## src/logic/pts_pkg.sv

```systemverilog
// constants, register map and shared decode for the time-base select and auto-shutdown block
// assumes a 32-bit apb master and a single core clock
package pts_pkg;

	localparam int unsigned ADDR_W = 12;
	localparam int unsigned DATA_W = 32;

	// register byte offsets
	localparam logic [ADDR_W-1:0] OFS_TIMER_SEL = 12'h000;
	localparam logic [ADDR_W-1:0] OFS_SHUTDOWN_CTL = 12'h004;
	localparam logic [ADDR_W-1:0] OFS_RESTART_CTL = 12'h008;
	localparam logic [ADDR_W-1:0] OFS_INT_STATUS = 12'h00C;
	localparam logic [ADDR_W-1:0] OFS_INT_MASK = 12'h010;

	// values after any reset
	localparam logic [1:0] RST_TIMER_SEL = 2'h0;
	localparam logic [7:0] RST_SHUTDOWN_CTL = 8'h00;
	localparam logic RST_RESTART_EN = 1'b0;
	localparam logic [1:0] RST_INT = 2'h0;
	localparam logic [7:0] RST_TIMEBASE = 8'h00;

	// shutdown and restart control field positions
	localparam int unsigned SD_FLAG_BIT = 7;
	localparam int unsigned SD_SRC_LSB = 4;
	localparam int unsigned SD_AC_LSB = 2;
	localparam int unsigned SD_BD_LSB = 0;
	localparam int unsigned RESTART_EN_BIT = 0;

	// interrupt status bit positions
	localparam int unsigned INT_SHUTDOWN_BIT = 0;
	localparam int unsigned INT_RESTART_BIT = 1;

	// time-base selector codes
	localparam logic [1:0] TSEL_FIRST = 2'h0;
	localparam logic [1:0] TSEL_SECOND = 2'h1;
	localparam logic [1:0] TSEL_THIRD = 2'h2;

	// shutdown source codes
	localparam logic [2:0] SRC_OFF = 3'h0;
	localparam logic [2:0] SRC_CMP1 = 3'h1;
	localparam logic [2:0] SRC_CMP2 = 3'h2;
	localparam logic [2:0] SRC_CMP_ANY = 3'h3;
	localparam logic [2:0] SRC_FLT = 3'h4;
	localparam logic [2:0] SRC_FLT_CMP1 = 3'h5;
	localparam logic [2:0] SRC_FLT_CMP2 = 3'h6;

	// is the selected shutdown condition present
	function automatic logic shutdown_trigger(input logic [2:0] src, input logic flt_low,
			input logic cmp1, input logic cmp2);
		unique case (src)
			SRC_CMP1: shutdown_trigger = cmp1;
			SRC_CMP2: shutdown_trigger = cmp2;
			SRC_CMP_ANY: shutdown_trigger = cmp1 | cmp2;
			SRC_FLT: shutdown_trigger = flt_low;
			SRC_FLT_CMP1: shutdown_trigger = flt_low | cmp1;
			SRC_FLT_CMP2: shutdown_trigger = flt_low | cmp2;
			default: shutdown_trigger = 1'b0;
		endcase
	endfunction : shutdown_trigger

endpackage : pts_pkg

```

## src/logic/pts_sync2.sv

```systemverilog
// two flip-flop synchroniser for one level from outside the core clock domain
// assumes the input changes slowly compared with the core clock
`timescale 1ns/1ps
module pts_sync2 #(
	parameter logic INIT = 1'b0
) (
	input wire logic core_clk,
	input wire logic rst,
	input wire logic ce,
	input wire logic async_in,
	output logic sync_out
);
	logic meta_reg;

	// the first stage feeds only the second
	always_ff @(posedge core_clk) begin
		if (rst) begin
			meta_reg <= INIT;
			sync_out <= INIT;
		end else if (ce) begin
			meta_reg <= async_in;
			sync_out <= meta_reg;
		end
	end
endmodule : pts_sync2

```

## src/logic/pts_pair_out.sv

```systemverilog
// output stage of one pin pair: pass-through or shutdown state, registered
// assumes the pwm core supplies the normal pin levels on the same clock
`timescale 1ns/1ps
module pts_pair_out (
	input wire logic core_clk,
	input wire logic rst,
	input wire logic ce,
	input wire logic shut,
	input wire logic [1:0] sd_state,
	input wire logic in_p,
	input wire logic in_q,
	output logic out_p,
	output logic out_q,
	output logic oe_p,
	output logic oe_q
);
	always_ff @(posedge core_clk) begin
		if (rst) begin
			out_p <= 1'b0;
			out_q <= 1'b0;
			oe_p <= 1'b0;
			oe_q <= 1'b0;
		end else if (ce) begin
			if (!shut) begin
				out_p <= in_p;
				out_q <= in_q;
				oe_p <= 1'b1;
				oe_q <= 1'b1;
			end else if (sd_state[1]) begin
				// tri-state: level parked low so nothing toggles behind a released pin
				out_p <= 1'b0;
				out_q <= 1'b0;
				oe_p <= 1'b0;
				oe_q <= 1'b0;
			end else begin
				out_p <= sd_state[0];
				out_q <= sd_state[0];
				oe_p <= 1'b1;
				oe_q <= 1'b1;
			end
		end
	end
endmodule : pts_pair_out

```

## src/logic/pts_top.sv

```systemverilog
// channel-five time-base select and auto-shutdown control with an apb register slave
// assumes one core clock, synchronous reset, fault pin and comparator outputs asynchronous
//
// The APB register port and the register addresses are this design's own decisions.
`timescale 1ns/1ps

// Notes on behaviour
// - timer select upper six bits read zero
// - selector picks first, second, third timer
// - all bits read/write, cleared by reset
// - flag set holds outputs in shutdown state
// - source code chooses fault/comparator trigger
// - ac pair: 1x tri-state, 01 high
// - bd pair: 1x tri-state, 01 high
// - restart enable auto-clears flag when event gone
module pts_top (
	input wire logic core_clk,
	input wire logic rst,
	input wire logic ce,
	input wire logic psel,
	input wire logic penable,
	input wire logic pwrite,
	input wire logic [pts_pkg::ADDR_W-1:0] paddr,
	input wire logic [pts_pkg::DATA_W-1:0] pwdata,
	input wire logic [3:0] pstrb,
	output logic [pts_pkg::DATA_W-1:0] prdata,
	output logic pready,
	output logic pslverr,
	input wire logic fault_input_pin,
	input wire logic first_comparator_out,
	input wire logic second_comparator_out,
	input wire logic [7:0] first_8bit_timer_cnt,
	input wire logic [7:0] second_8bit_timer_cnt,
	input wire logic [7:0] third_8bit_timer_cnt,
	input wire logic pwm_in_a,
	input wire logic pwm_in_b,
	input wire logic pwm_in_c,
	input wire logic pwm_in_d,
	output logic pwm_out_a,
	output logic pwm_out_b,
	output logic pwm_out_c,
	output logic pwm_out_d,
	output logic pwm_oe_a,
	output logic pwm_oe_b,
	output logic pwm_oe_c,
	output logic pwm_oe_d,
	output logic [7:0] ch5_timebase_cnt,
	output logic shutdown_event_flag,
	output logic irq
);
	import pts_pkg::*;

	logic [1:0] ch5_timebase_sel_reg;
	logic [2:0] shutdown_source_sel_reg;
	logic [1:0] pair_ac_shutdown_state_reg;
	logic [1:0] pair_bd_shutdown_state_reg;
	logic auto_restart_enable_reg;
	logic [1:0] int_status_reg;
	logic [1:0] int_mask_reg;
	logic flag_next;
	logic [1:0] int_status_next;
	logic fault_sync;
	logic cmp1_sync;
	logic cmp2_sync;
	logic trigger;
	logic setup_phase;
	logic access_done;
	logic wr_en;
	logic rd_hit;
	logic [DATA_W-1:0] rd_data;
	logic shut_set;
	logic auto_clear;

	// register hit for an address
	function automatic logic addr_hit(input logic [ADDR_W-1:0] a, input logic [ADDR_W-1:0] ofs);
		addr_hit = (a == ofs);
	endfunction : addr_hit

	function automatic logic addr_mapped(input logic [ADDR_W-1:0] a);
		addr_mapped = addr_hit(a, OFS_TIMER_SEL) | addr_hit(a, OFS_SHUTDOWN_CTL) |
			addr_hit(a, OFS_RESTART_CTL) | addr_hit(a, OFS_INT_STATUS) | addr_hit(a, OFS_INT_MASK);
	endfunction : addr_mapped

	// fault pin idles high, so its synchroniser resets high to avoid a false trip
	pts_sync2 #(.INIT(1'b1)) u_sync_fault (
		.core_clk(core_clk),
		.rst(rst),
		.ce(ce),
		.async_in(fault_input_pin),
		.sync_out(fault_sync)
	);

	pts_sync2 #(.INIT(1'b0)) u_sync_cmp1 (
		.core_clk(core_clk),
		.rst(rst),
		.ce(ce),
		.async_in(first_comparator_out),
		.sync_out(cmp1_sync)
	);

	pts_sync2 #(.INIT(1'b0)) u_sync_cmp2 (
		.core_clk(core_clk),
		.rst(rst),
		.ce(ce),
		.async_in(second_comparator_out),
		.sync_out(cmp2_sync)
	);

	assign trigger = shutdown_trigger(shutdown_source_sel_reg, ~fault_sync, cmp1_sync, cmp2_sync);

	// apb: no wait states, pready comes from a flop raised in the setup cycle
	assign setup_phase = psel & ~penable;
	assign access_done = psel & penable & pready;
	assign wr_en = access_done & pwrite & pstrb[0] & addr_mapped(paddr);
	assign rd_hit = addr_mapped(paddr);

	always_comb begin
		rd_data = '0;
		if (addr_hit(paddr, OFS_TIMER_SEL)) begin
			rd_data[1:0] = ch5_timebase_sel_reg;
		end else if (addr_hit(paddr, OFS_SHUTDOWN_CTL)) begin
			rd_data[SD_FLAG_BIT] = shutdown_event_flag;
			rd_data[SD_SRC_LSB +: 3] = shutdown_source_sel_reg;
			rd_data[SD_AC_LSB +: 2] = pair_ac_shutdown_state_reg;
			rd_data[SD_BD_LSB +: 2] = pair_bd_shutdown_state_reg;
		end else if (addr_hit(paddr, OFS_RESTART_CTL)) begin
			rd_data[RESTART_EN_BIT] = auto_restart_enable_reg;
		end else if (addr_hit(paddr, OFS_INT_STATUS)) begin
			rd_data[1:0] = int_status_reg;
		end else if (addr_hit(paddr, OFS_INT_MASK)) begin
			rd_data[1:0] = int_mask_reg;
		end
	end

	always_ff @(posedge core_clk) begin
		if (rst) begin
			pready <= 1'b0;
			prdata <= '0;
			pslverr <= 1'b0;
		end else if (ce) begin
			pready <= setup_phase;
			if (setup_phase) begin
				prdata <= pwrite ? '0 : rd_data;
				pslverr <= ~rd_hit;
			end
		end
	end

	// configuration registers; only the low two bits of the timer select exist
	always_ff @(posedge core_clk) begin
		if (rst) begin
			ch5_timebase_sel_reg <= RST_TIMER_SEL;
			shutdown_source_sel_reg <= RST_SHUTDOWN_CTL[SD_SRC_LSB +: 3];
			pair_ac_shutdown_state_reg <= RST_SHUTDOWN_CTL[SD_AC_LSB +: 2];
			pair_bd_shutdown_state_reg <= RST_SHUTDOWN_CTL[SD_BD_LSB +: 2];
			auto_restart_enable_reg <= RST_RESTART_EN;
			int_mask_reg <= RST_INT;
		end else if (ce && wr_en) begin
			if (addr_hit(paddr, OFS_TIMER_SEL)) begin
				ch5_timebase_sel_reg <= pwdata[1:0];
			end
			if (addr_hit(paddr, OFS_SHUTDOWN_CTL)) begin
				shutdown_source_sel_reg <= pwdata[SD_SRC_LSB +: 3];
				pair_ac_shutdown_state_reg <= pwdata[SD_AC_LSB +: 2];
				pair_bd_shutdown_state_reg <= pwdata[SD_BD_LSB +: 2];
			end
			if (addr_hit(paddr, OFS_RESTART_CTL)) begin
				auto_restart_enable_reg <= pwdata[RESTART_EN_BIT];
			end
			if (addr_hit(paddr, OFS_INT_MASK)) begin
				int_mask_reg <= pwdata[1:0];
			end
		end
	end

	// shutdown flag: a live trigger beats both a software clear and the auto-restart clear
	assign shut_set = trigger;
	assign auto_clear = auto_restart_enable_reg & shutdown_event_flag & ~trigger;

	always_comb begin
		flag_next = shutdown_event_flag;
		if (wr_en && addr_hit(paddr, OFS_SHUTDOWN_CTL)) begin
			flag_next = pwdata[SD_FLAG_BIT];
		end else if (auto_clear) begin
			flag_next = 1'b0;
		end
		if (shut_set) begin
			flag_next = 1'b1;
		end
	end

	always_ff @(posedge core_clk) begin
		if (rst) begin
			shutdown_event_flag <= RST_SHUTDOWN_CTL[SD_FLAG_BIT];
		end else if (ce) begin
			shutdown_event_flag <= flag_next;
		end
	end

	// sticky interrupt events, write one to clear, a new event wins
	always_comb begin
		int_status_next = int_status_reg;
		if (wr_en && addr_hit(paddr, OFS_INT_STATUS)) begin
			int_status_next = int_status_reg & ~pwdata[1:0];
		end
		if (flag_next && !shutdown_event_flag) begin
			int_status_next[INT_SHUTDOWN_BIT] = 1'b1;
		end
		if (auto_clear && !shut_set) begin
			int_status_next[INT_RESTART_BIT] = 1'b1;
		end
	end

	always_ff @(posedge core_clk) begin
		if (rst) begin
			int_status_reg <= RST_INT;
			irq <= 1'b0;
		end else if (ce) begin
			int_status_reg <= int_status_next;
			irq <= |(int_status_next & int_mask_reg);
		end
	end

	// time base for channel five; reserved code holds the count at zero
	always_ff @(posedge core_clk) begin
		if (rst) begin
			ch5_timebase_cnt <= RST_TIMEBASE;
		end else if (ce) begin
			unique case (ch5_timebase_sel_reg)
				TSEL_FIRST: ch5_timebase_cnt <= first_8bit_timer_cnt;
				TSEL_SECOND: ch5_timebase_cnt <= second_8bit_timer_cnt;
				TSEL_THIRD: ch5_timebase_cnt <= third_8bit_timer_cnt;
				default: ch5_timebase_cnt <= RST_TIMEBASE;
			endcase
		end
	end

	// the pin stages use the stored flag, so a software-set flag also shuts down
	pts_pair_out u_pair_ac (
		.core_clk(core_clk),
		.rst(rst),
		.ce(ce),
		.shut(shutdown_event_flag),
		.sd_state(pair_ac_shutdown_state_reg),
		.in_p(pwm_in_a),
		.in_q(pwm_in_c),
		.out_p(pwm_out_a),
		.out_q(pwm_out_c),
		.oe_p(pwm_oe_a),
		.oe_q(pwm_oe_c)
	);

	pts_pair_out u_pair_bd (
		.core_clk(core_clk),
		.rst(rst),
		.ce(ce),
		.shut(shutdown_event_flag),
		.sd_state(pair_bd_shutdown_state_reg),
		.in_p(pwm_in_b),
		.in_q(pwm_in_d),
		.out_p(pwm_out_b),
		.out_q(pwm_out_d),
		.oe_p(pwm_oe_b),
		.oe_q(pwm_oe_d)
	);
endmodule : pts_top

```

## config.mk

```make
export PLATFORM = sky130hd
export DESIGN_NAME = pts_top
export DESIGN_NICKNAME = d
export VERILOG_FILES = /design/src/logic/pts_pkg.sv /design/src/logic/pts_sync2.sv /design/src/logic/pts_pair_out.sv /design/src/logic/pts_top.sv
export SDC_FILE = /design/constraint.sdc
export NUM_CORES = 1
export LEC_CHECK = 0
export BUFFER_PORTS_ARGS = -buffer_cell sky130_fd_sc_hd__buf_2
export CAP_MARGIN = 15
export CORE_MARGIN = 5
export CORE_UTILIZATION = 47
export CTS_CLUSTER_SIZE = 12
export DETAILED_ROUTE_END_ITERATION = 7
export GPL_ROUTABILITY_DRIVEN = 0
export MAX_ROUTING_LAYER = met4
export PLACE_DENSITY_LB_ADDON = 0.08
export SLEW_MARGIN = 20
export SYNTH_ARGS = -nofsm -noshare
export SYNTH_HDL_FRONTEND = slang
export SYNTH_SLANG_ARGS = --single-unit
export TNS_END_PERCENT = 5
```

## constraint.sdc

```tcl
create_clock -name core_clk -period 3.5 [get_ports core_clk]
set_clock_uncertainty 0.15 [all_clocks]
set_input_delay 0.35 -clock core_clk [delete_from_list [all_inputs] [get_ports core_clk]]
set_output_delay 0.35 -clock core_clk [all_outputs]
set_load 0.1 [all_outputs]
```

[Yosys cells after proc, flatten, opt, wreduce, memory -nomap -nowiden]
Index checks and enable logic that the tools add are counted.
Operators by class
  bitwise logic cells: 22
  eq/ne operators: 12
  multiplexer cells: 27
  reductions and logical operators: 15
Operators by type and width (number)
  == test 12 x 4 -> 1 bit, second input constant: 2
  case mux 8 bit (3 select lines): 1
  two-way mux 1 bit: 17
  == test 12 x 3 -> 1 bit, second input constant: 1
  == test 12 x 5 -> 1 bit, second input constant: 1
  zero test 12 bit: 1
  two-way mux 6 bit: 2
  two-way mux 2 bit: 5
  AND reduction 2 bit: 5
  == test 3 bit, second input constant: 3
  AND 1 bit: 8
  two-way mux 8 bit: 1
  OR 1 bit: 7
  == test 3 x 2 -> 1 bit, second input constant: 2
  case mux 1 bit (6 select lines): 1
  logical AND 1 bit: 5
  AND 2 bit: 2
  NOT 1 bit: 4
  == test 3 x 1 -> 1 bit, second input constant: 1
  == test 2 x 1 -> 1 bit, second input constant: 1
  == test 2 bit, second input constant: 1
  zero test 1 bit: 2
  zero test 2 bit: 1
  NOT 2 bit: 1
  OR reduction 2 bit: 1
Storage, ports and cells
  output and inout bits: 52
  logic and storage cells: 101
  register bits: 70
  bits of input ports: 85

[Logic depth before layout (Yosys ltp)]
  depth after elaboration: 13
  mapped depth: 7
  depth with buffers taken out: 6

[Modules after synthesis]
A second synthesis with hierarchy kept.
Unflattened totals
  cell total of the unflattened synthesis: 266
  area total of the unflattened synthesis: 2312.2 um^2
By module, submodules not included
  pts_top: times used 1, area each 1856.8 um^2, cells each 222
  pts_pair_out: times used 2, area each 125.1 um^2, cells each 13
  pts_sync2 at u_sync_cmp1 ...: times used 2, area each 67.6 um^2, cells each 6
  pts_sync2 at u_sync_fault: times used 1, area each 70.1 um^2, cells each 6

[Worst setup path before layout]
No wires, ideal clock.
  path kind: reg2reg
  start point: register pready
  end point: register auto_restart_enable_reg
  data arrival time: 1.988 ns
  setup time: 0.128 ns
  cell stages (with the launch flop): 7
  slack: 1.234 ns
  path buffers: 0
  clock period less this slack: 2.266 ns
  cells stage by stage: dfxtp_1 -> nand3_1 -> nor2_1 -> nand3_1 -> nor4b_1 -> mux2i_1 -> nor2_1
On the way
  longest elaborated chain between the ends: 6
Ends and longest elaborated chain
  start: declaration: line pts_top.sv:27  | output logic pready,
  start signal: assignment: line pts_top.sv:141  | pready <= setup_phase;
  AND 1 bit: line pts_top.sv:113  | assign access_done = psel & penable & pready;
  AND 1 bit (3 in a row): line pts_top.sv:114  | assign wr_en = access_done & pwrite & pstrb[0] & addr_mapped(paddr);
  logical AND 1 bit: line pts_top.sv:158  | end else if (ce && wr_en) begin
  AND reduction 2 bit (no source line)
  end signal: assignment: line pts_top.sv:168  | auto_restart_enable_reg <= pwdata[RESTART_EN_BIT];
  end: declaration: line pts_top.sv:57  | logic auto_restart_enable_reg;
Every way passes these cells.
A chain may end at the register's enable or synchronous reset.

[Worst setup path in the final report]
  start point: input paddr[5] (netlist bit)
  end point: register ch5_timebase_sel_reg[0]
On the way
  longest elaborated chain between the ends: 8
Ends and longest elaborated chain
  start: declaration: line pts_top.sv:23  | input wire logic [pts_pkg::ADDR_W-1:0] paddr,
  == test 12 x 3 -> 1 bit or zero test 12 bit (tied branches): line pts_top.sv:76  | addr_hit = (a == ofs);
  OR 1 bit (2 in a row): line pts_top.sv:80  | addr_mapped = addr_hit(a, OFS_TIMER_SEL) | addr_hit(a, OFS_SHUTDOWN_CTL) |
  OR 1 bit (2 in a row): line pts_top.sv:81  | addr_hit(a, OFS_RESTART_CTL) | addr_hit(a, OFS_INT_STATUS) | addr_hit(a, OFS_INT_MASK);
  AND 1 bit: line pts_top.sv:114
  logical AND 1 bit: line pts_top.sv:158
  AND reduction 2 bit (no source line) *
  end signal: assignment: line pts_top.sv:160  | ch5_timebase_sel_reg <= pwdata[1:0];
  end: declaration: line pts_top.sv:53  | logic [1:0] ch5_timebase_sel_reg;
Mark *: on every way between the ends. The rest lies on a longest branch, timed or not.

==> reports/results.txt <==
Setup CP Type: primary input to flip-flop
H-tree Lvls: 2
Die Y: 80.6 um
Slew Viols, Final: 0
PostCTS Resize Cnt: 0
Outcome: finished clean
Cell mode on critical path: and3_4
Design Area, Final: 0.00277 mm2
Slowest CP cell: or4_4
# rows: 25
Worst reg2reg startpoint: pready$_SDFFE_PP0P_
Most frequent cells in the layout: buf_2 (85), nor2_1 (53), dfxtp_1 (46)
Period utilization: 56.9%
Ys async rst share: 0%
Drt initial violations: 64
Ys flop type: dfxtp_1
Commonest non-fill, non-tap cell in the layout: buf_2
Post-DP HPWL: 4340 um
CTS root buffer: clkbuf_8
Worst setup EP type: flip-flop
Gr usage total: 18.0%
Mapped Cells: 275
Port bufs: 85
Sequential area share after synthesis: 39.3%
Drt total wl: 5710 um
Hold endpoint: u_sync_fault.meta_reg$_SDFFE_PP1P_
Clk slew on worst S/H paths: 0.08 ns
Mapped Area: 0.00234 mm2
Initial antenna violation count: 0
Pwr Density: 429 mW/mm2
Core area: 0.00479 mm2
Leak Pwr: 1.26 nW
Startpoint Class: primary input
IO Count: 137
Area contributors post-synth: dfxtp_1 (39%), mux2i_1 (12%), buf_4 (8.7%)
Die area: 0.00649 mm2
Pin count of the biggest net entering global routing: 28
Actual slew at the worst max-slew pin: 0.582 ns
Slew margin rel.: 61.1%
CTS Sinks: 46
Number of global-route vias before repair: 1935
Final nets: 434
Peak supply drop: 0.250 mV
CTS tree: built
Sum of negative setup slack: 0 ns
Peak Freq: 502 MHz
Final number of hold-violating endpoints: 0
Reg2Reg Depth: 6
R2r setup slk: 1.76 ns
First-pass GRT wire length: 8980 um
Setup-failing EPs final: 0
Ant diodes: 0
Area of placed instances: 0.00269 mm2
Maximum clock insertion buffer count: 2
Flops & latches, synth: 46
Hold path start: fault_input_pin
Area Overhead vs Synth: 18.2%
Cts hold-fix bufs: 0
Hold Path Depth: 3
Critical path arrival: 2.03 ns
Die width: 80.6 um
Top-area cell type share of the netlist area: 39.3%
Post-Syn Area per Cell: 8.51 um2
GRT overflow: 0
Cts bufs inserted: 5
Crit path required time: 3.53 ns
Final min period: 1.99 ns
# DRC: 0
Post-route ant nets: 0
Max incr delay on CP: 0.55 ns
Synth cell types: 38
Initial Util: 48.9%
DRT Pass-1 Iters: 4
Crit-path max FO: 5
Unrepaired setup endpoints after global routing: false
Via count: 2114
WL/cell: 13.7 um
YS warnings: 0
Clk Latency, worst-skew pair: 0.30 ns
Post-CTS setup repair buffer count: 0
Synth area leader: dfxtp_1
CP cell instances: buf_2 -> or4_4 -> nor3b_4 -> and3_4 -> and3_4 -> mux2i_1 -> nor2_1
Layout cells sized above 1: 28.7%
Post-synth EDFFs: 0
Reg2reg end: auto_restart_enable_reg$_SDFFE_PP0P_
HP Class: primary input to flip-flop
Via density: 5.08
Max-Cap Viols: 0
## Yosys cell counts (3+ instances only)
library cell  instances
a22oi_1               6
mux2i_1              27
nor3_1                5
dfxtp_1              46
inv_1                 6
a211oi_1             13
a21oi_1              18
buf_1                 3
nand2_1              10
buf_4                27
nand3_1               6
a31oi_1               3
nor2_1               53
clkbuf_1             12
a32oi_1               3
nand2b_1              5
## cells by family (layout without fill, tap and decap cells)
| logic type | Yosys count | count (layout) | synth area share, % |
|---|---|---|---|
| muxes | 27 | 27 | 11.5 |
| and+or+nand+nor | 99 | 99 | 21.7 |
| AOI/OAI and AO/OA | 53 | 53 | 15.0 |
| other | 1 | 24 | 0.160 |
| buffers and inverters | 49 | 100 | 12.2 |
| DFF | 46 | 46 | 39.3 |
## power breakdown
group	total, mW	switching, mW	internal [mW]	leakage [nW]
Clock	0.313	0.176	0.137	0.0373
Sequential	0.548	0.00864	0.539	0.376
Combinational	0.325	0.271	0.0542	0.849
Total	1.19	0.456	0.731	1.26
## per-layer routing
layer / vias up / share of wire (%) / global-route usage (%) / wire [um]
li1: 1063 / - / - / -
met1: 979 / 45 / 22.3 / 2600
met2: 67 / 47 / 28.7 / 2660
met3: 5 / 6.6 / 4.93 / 377
met4: 0 / 1.2 / 5.24 / 70
met5: - / 0 / - / 0
## worst max path at each step
stage | from | to | slack (ns) | cells after the start
after floorplan | pready$_SDFFE_PP0P_ | auto_restart_enable_reg$_SDFFE_PP0P_ | 1.23 | 6
after global placement | paddr[5] | irq$_SDFFE_PP0P_ | 1.21 | 7
after detailed placement | paddr[5] | ch5_timebase_sel_reg[0]$_SDFFE_PP0P_ | 1.21 | 7
after CTS | paddr[5] | ch5_timebase_sel_reg[0]$_SDFFE_PP0P_ | 1.52 | 7
after global routing | paddr[5] | ch5_timebase_sel_reg[0]$_SDFFE_PP0P_ | 1.44 | 7
final | paddr[5] | ch5_timebase_sel_reg[0]$_SDFFE_PP0P_ | 1.51 | 7
## critical path, delay by kind of cell
family / cells / cell delay, ns
buffers and inverters: 1 / 0.10
multiplexers: 1 / 0.20
AND/OR/NAND/NOR: 5 / 1.37
## cell type report
class / instances / area (um2)
multi-input combinational: 203 / 1220
fill: 487 / 2020
inverter: 6 / 22.5
clock inverter: 1 / 7.51
clock buffer: 6 / 72.6
timing repair buffer: 87 / 440
sequential: 46 / 921
tap: 67 / 83.8
## through the flow
stage	cells	utilization (%)	hold slack [ns]	power (mW)	worst slack [ns]
CTS	416	57.8	0.121	1.20	1.52
floorplan	298	-	0.291	0.848	1.23
global route	416	57.8	0.120	1.24	1.44
finish	416	57.8	0.126	1.19	1.51
detailed placement	409	56.2	0.313	0.886	1.21
global placement	409	56.2	0.310	0.883	1.21
No activity file was read; power rests on OpenSTA's default activity.
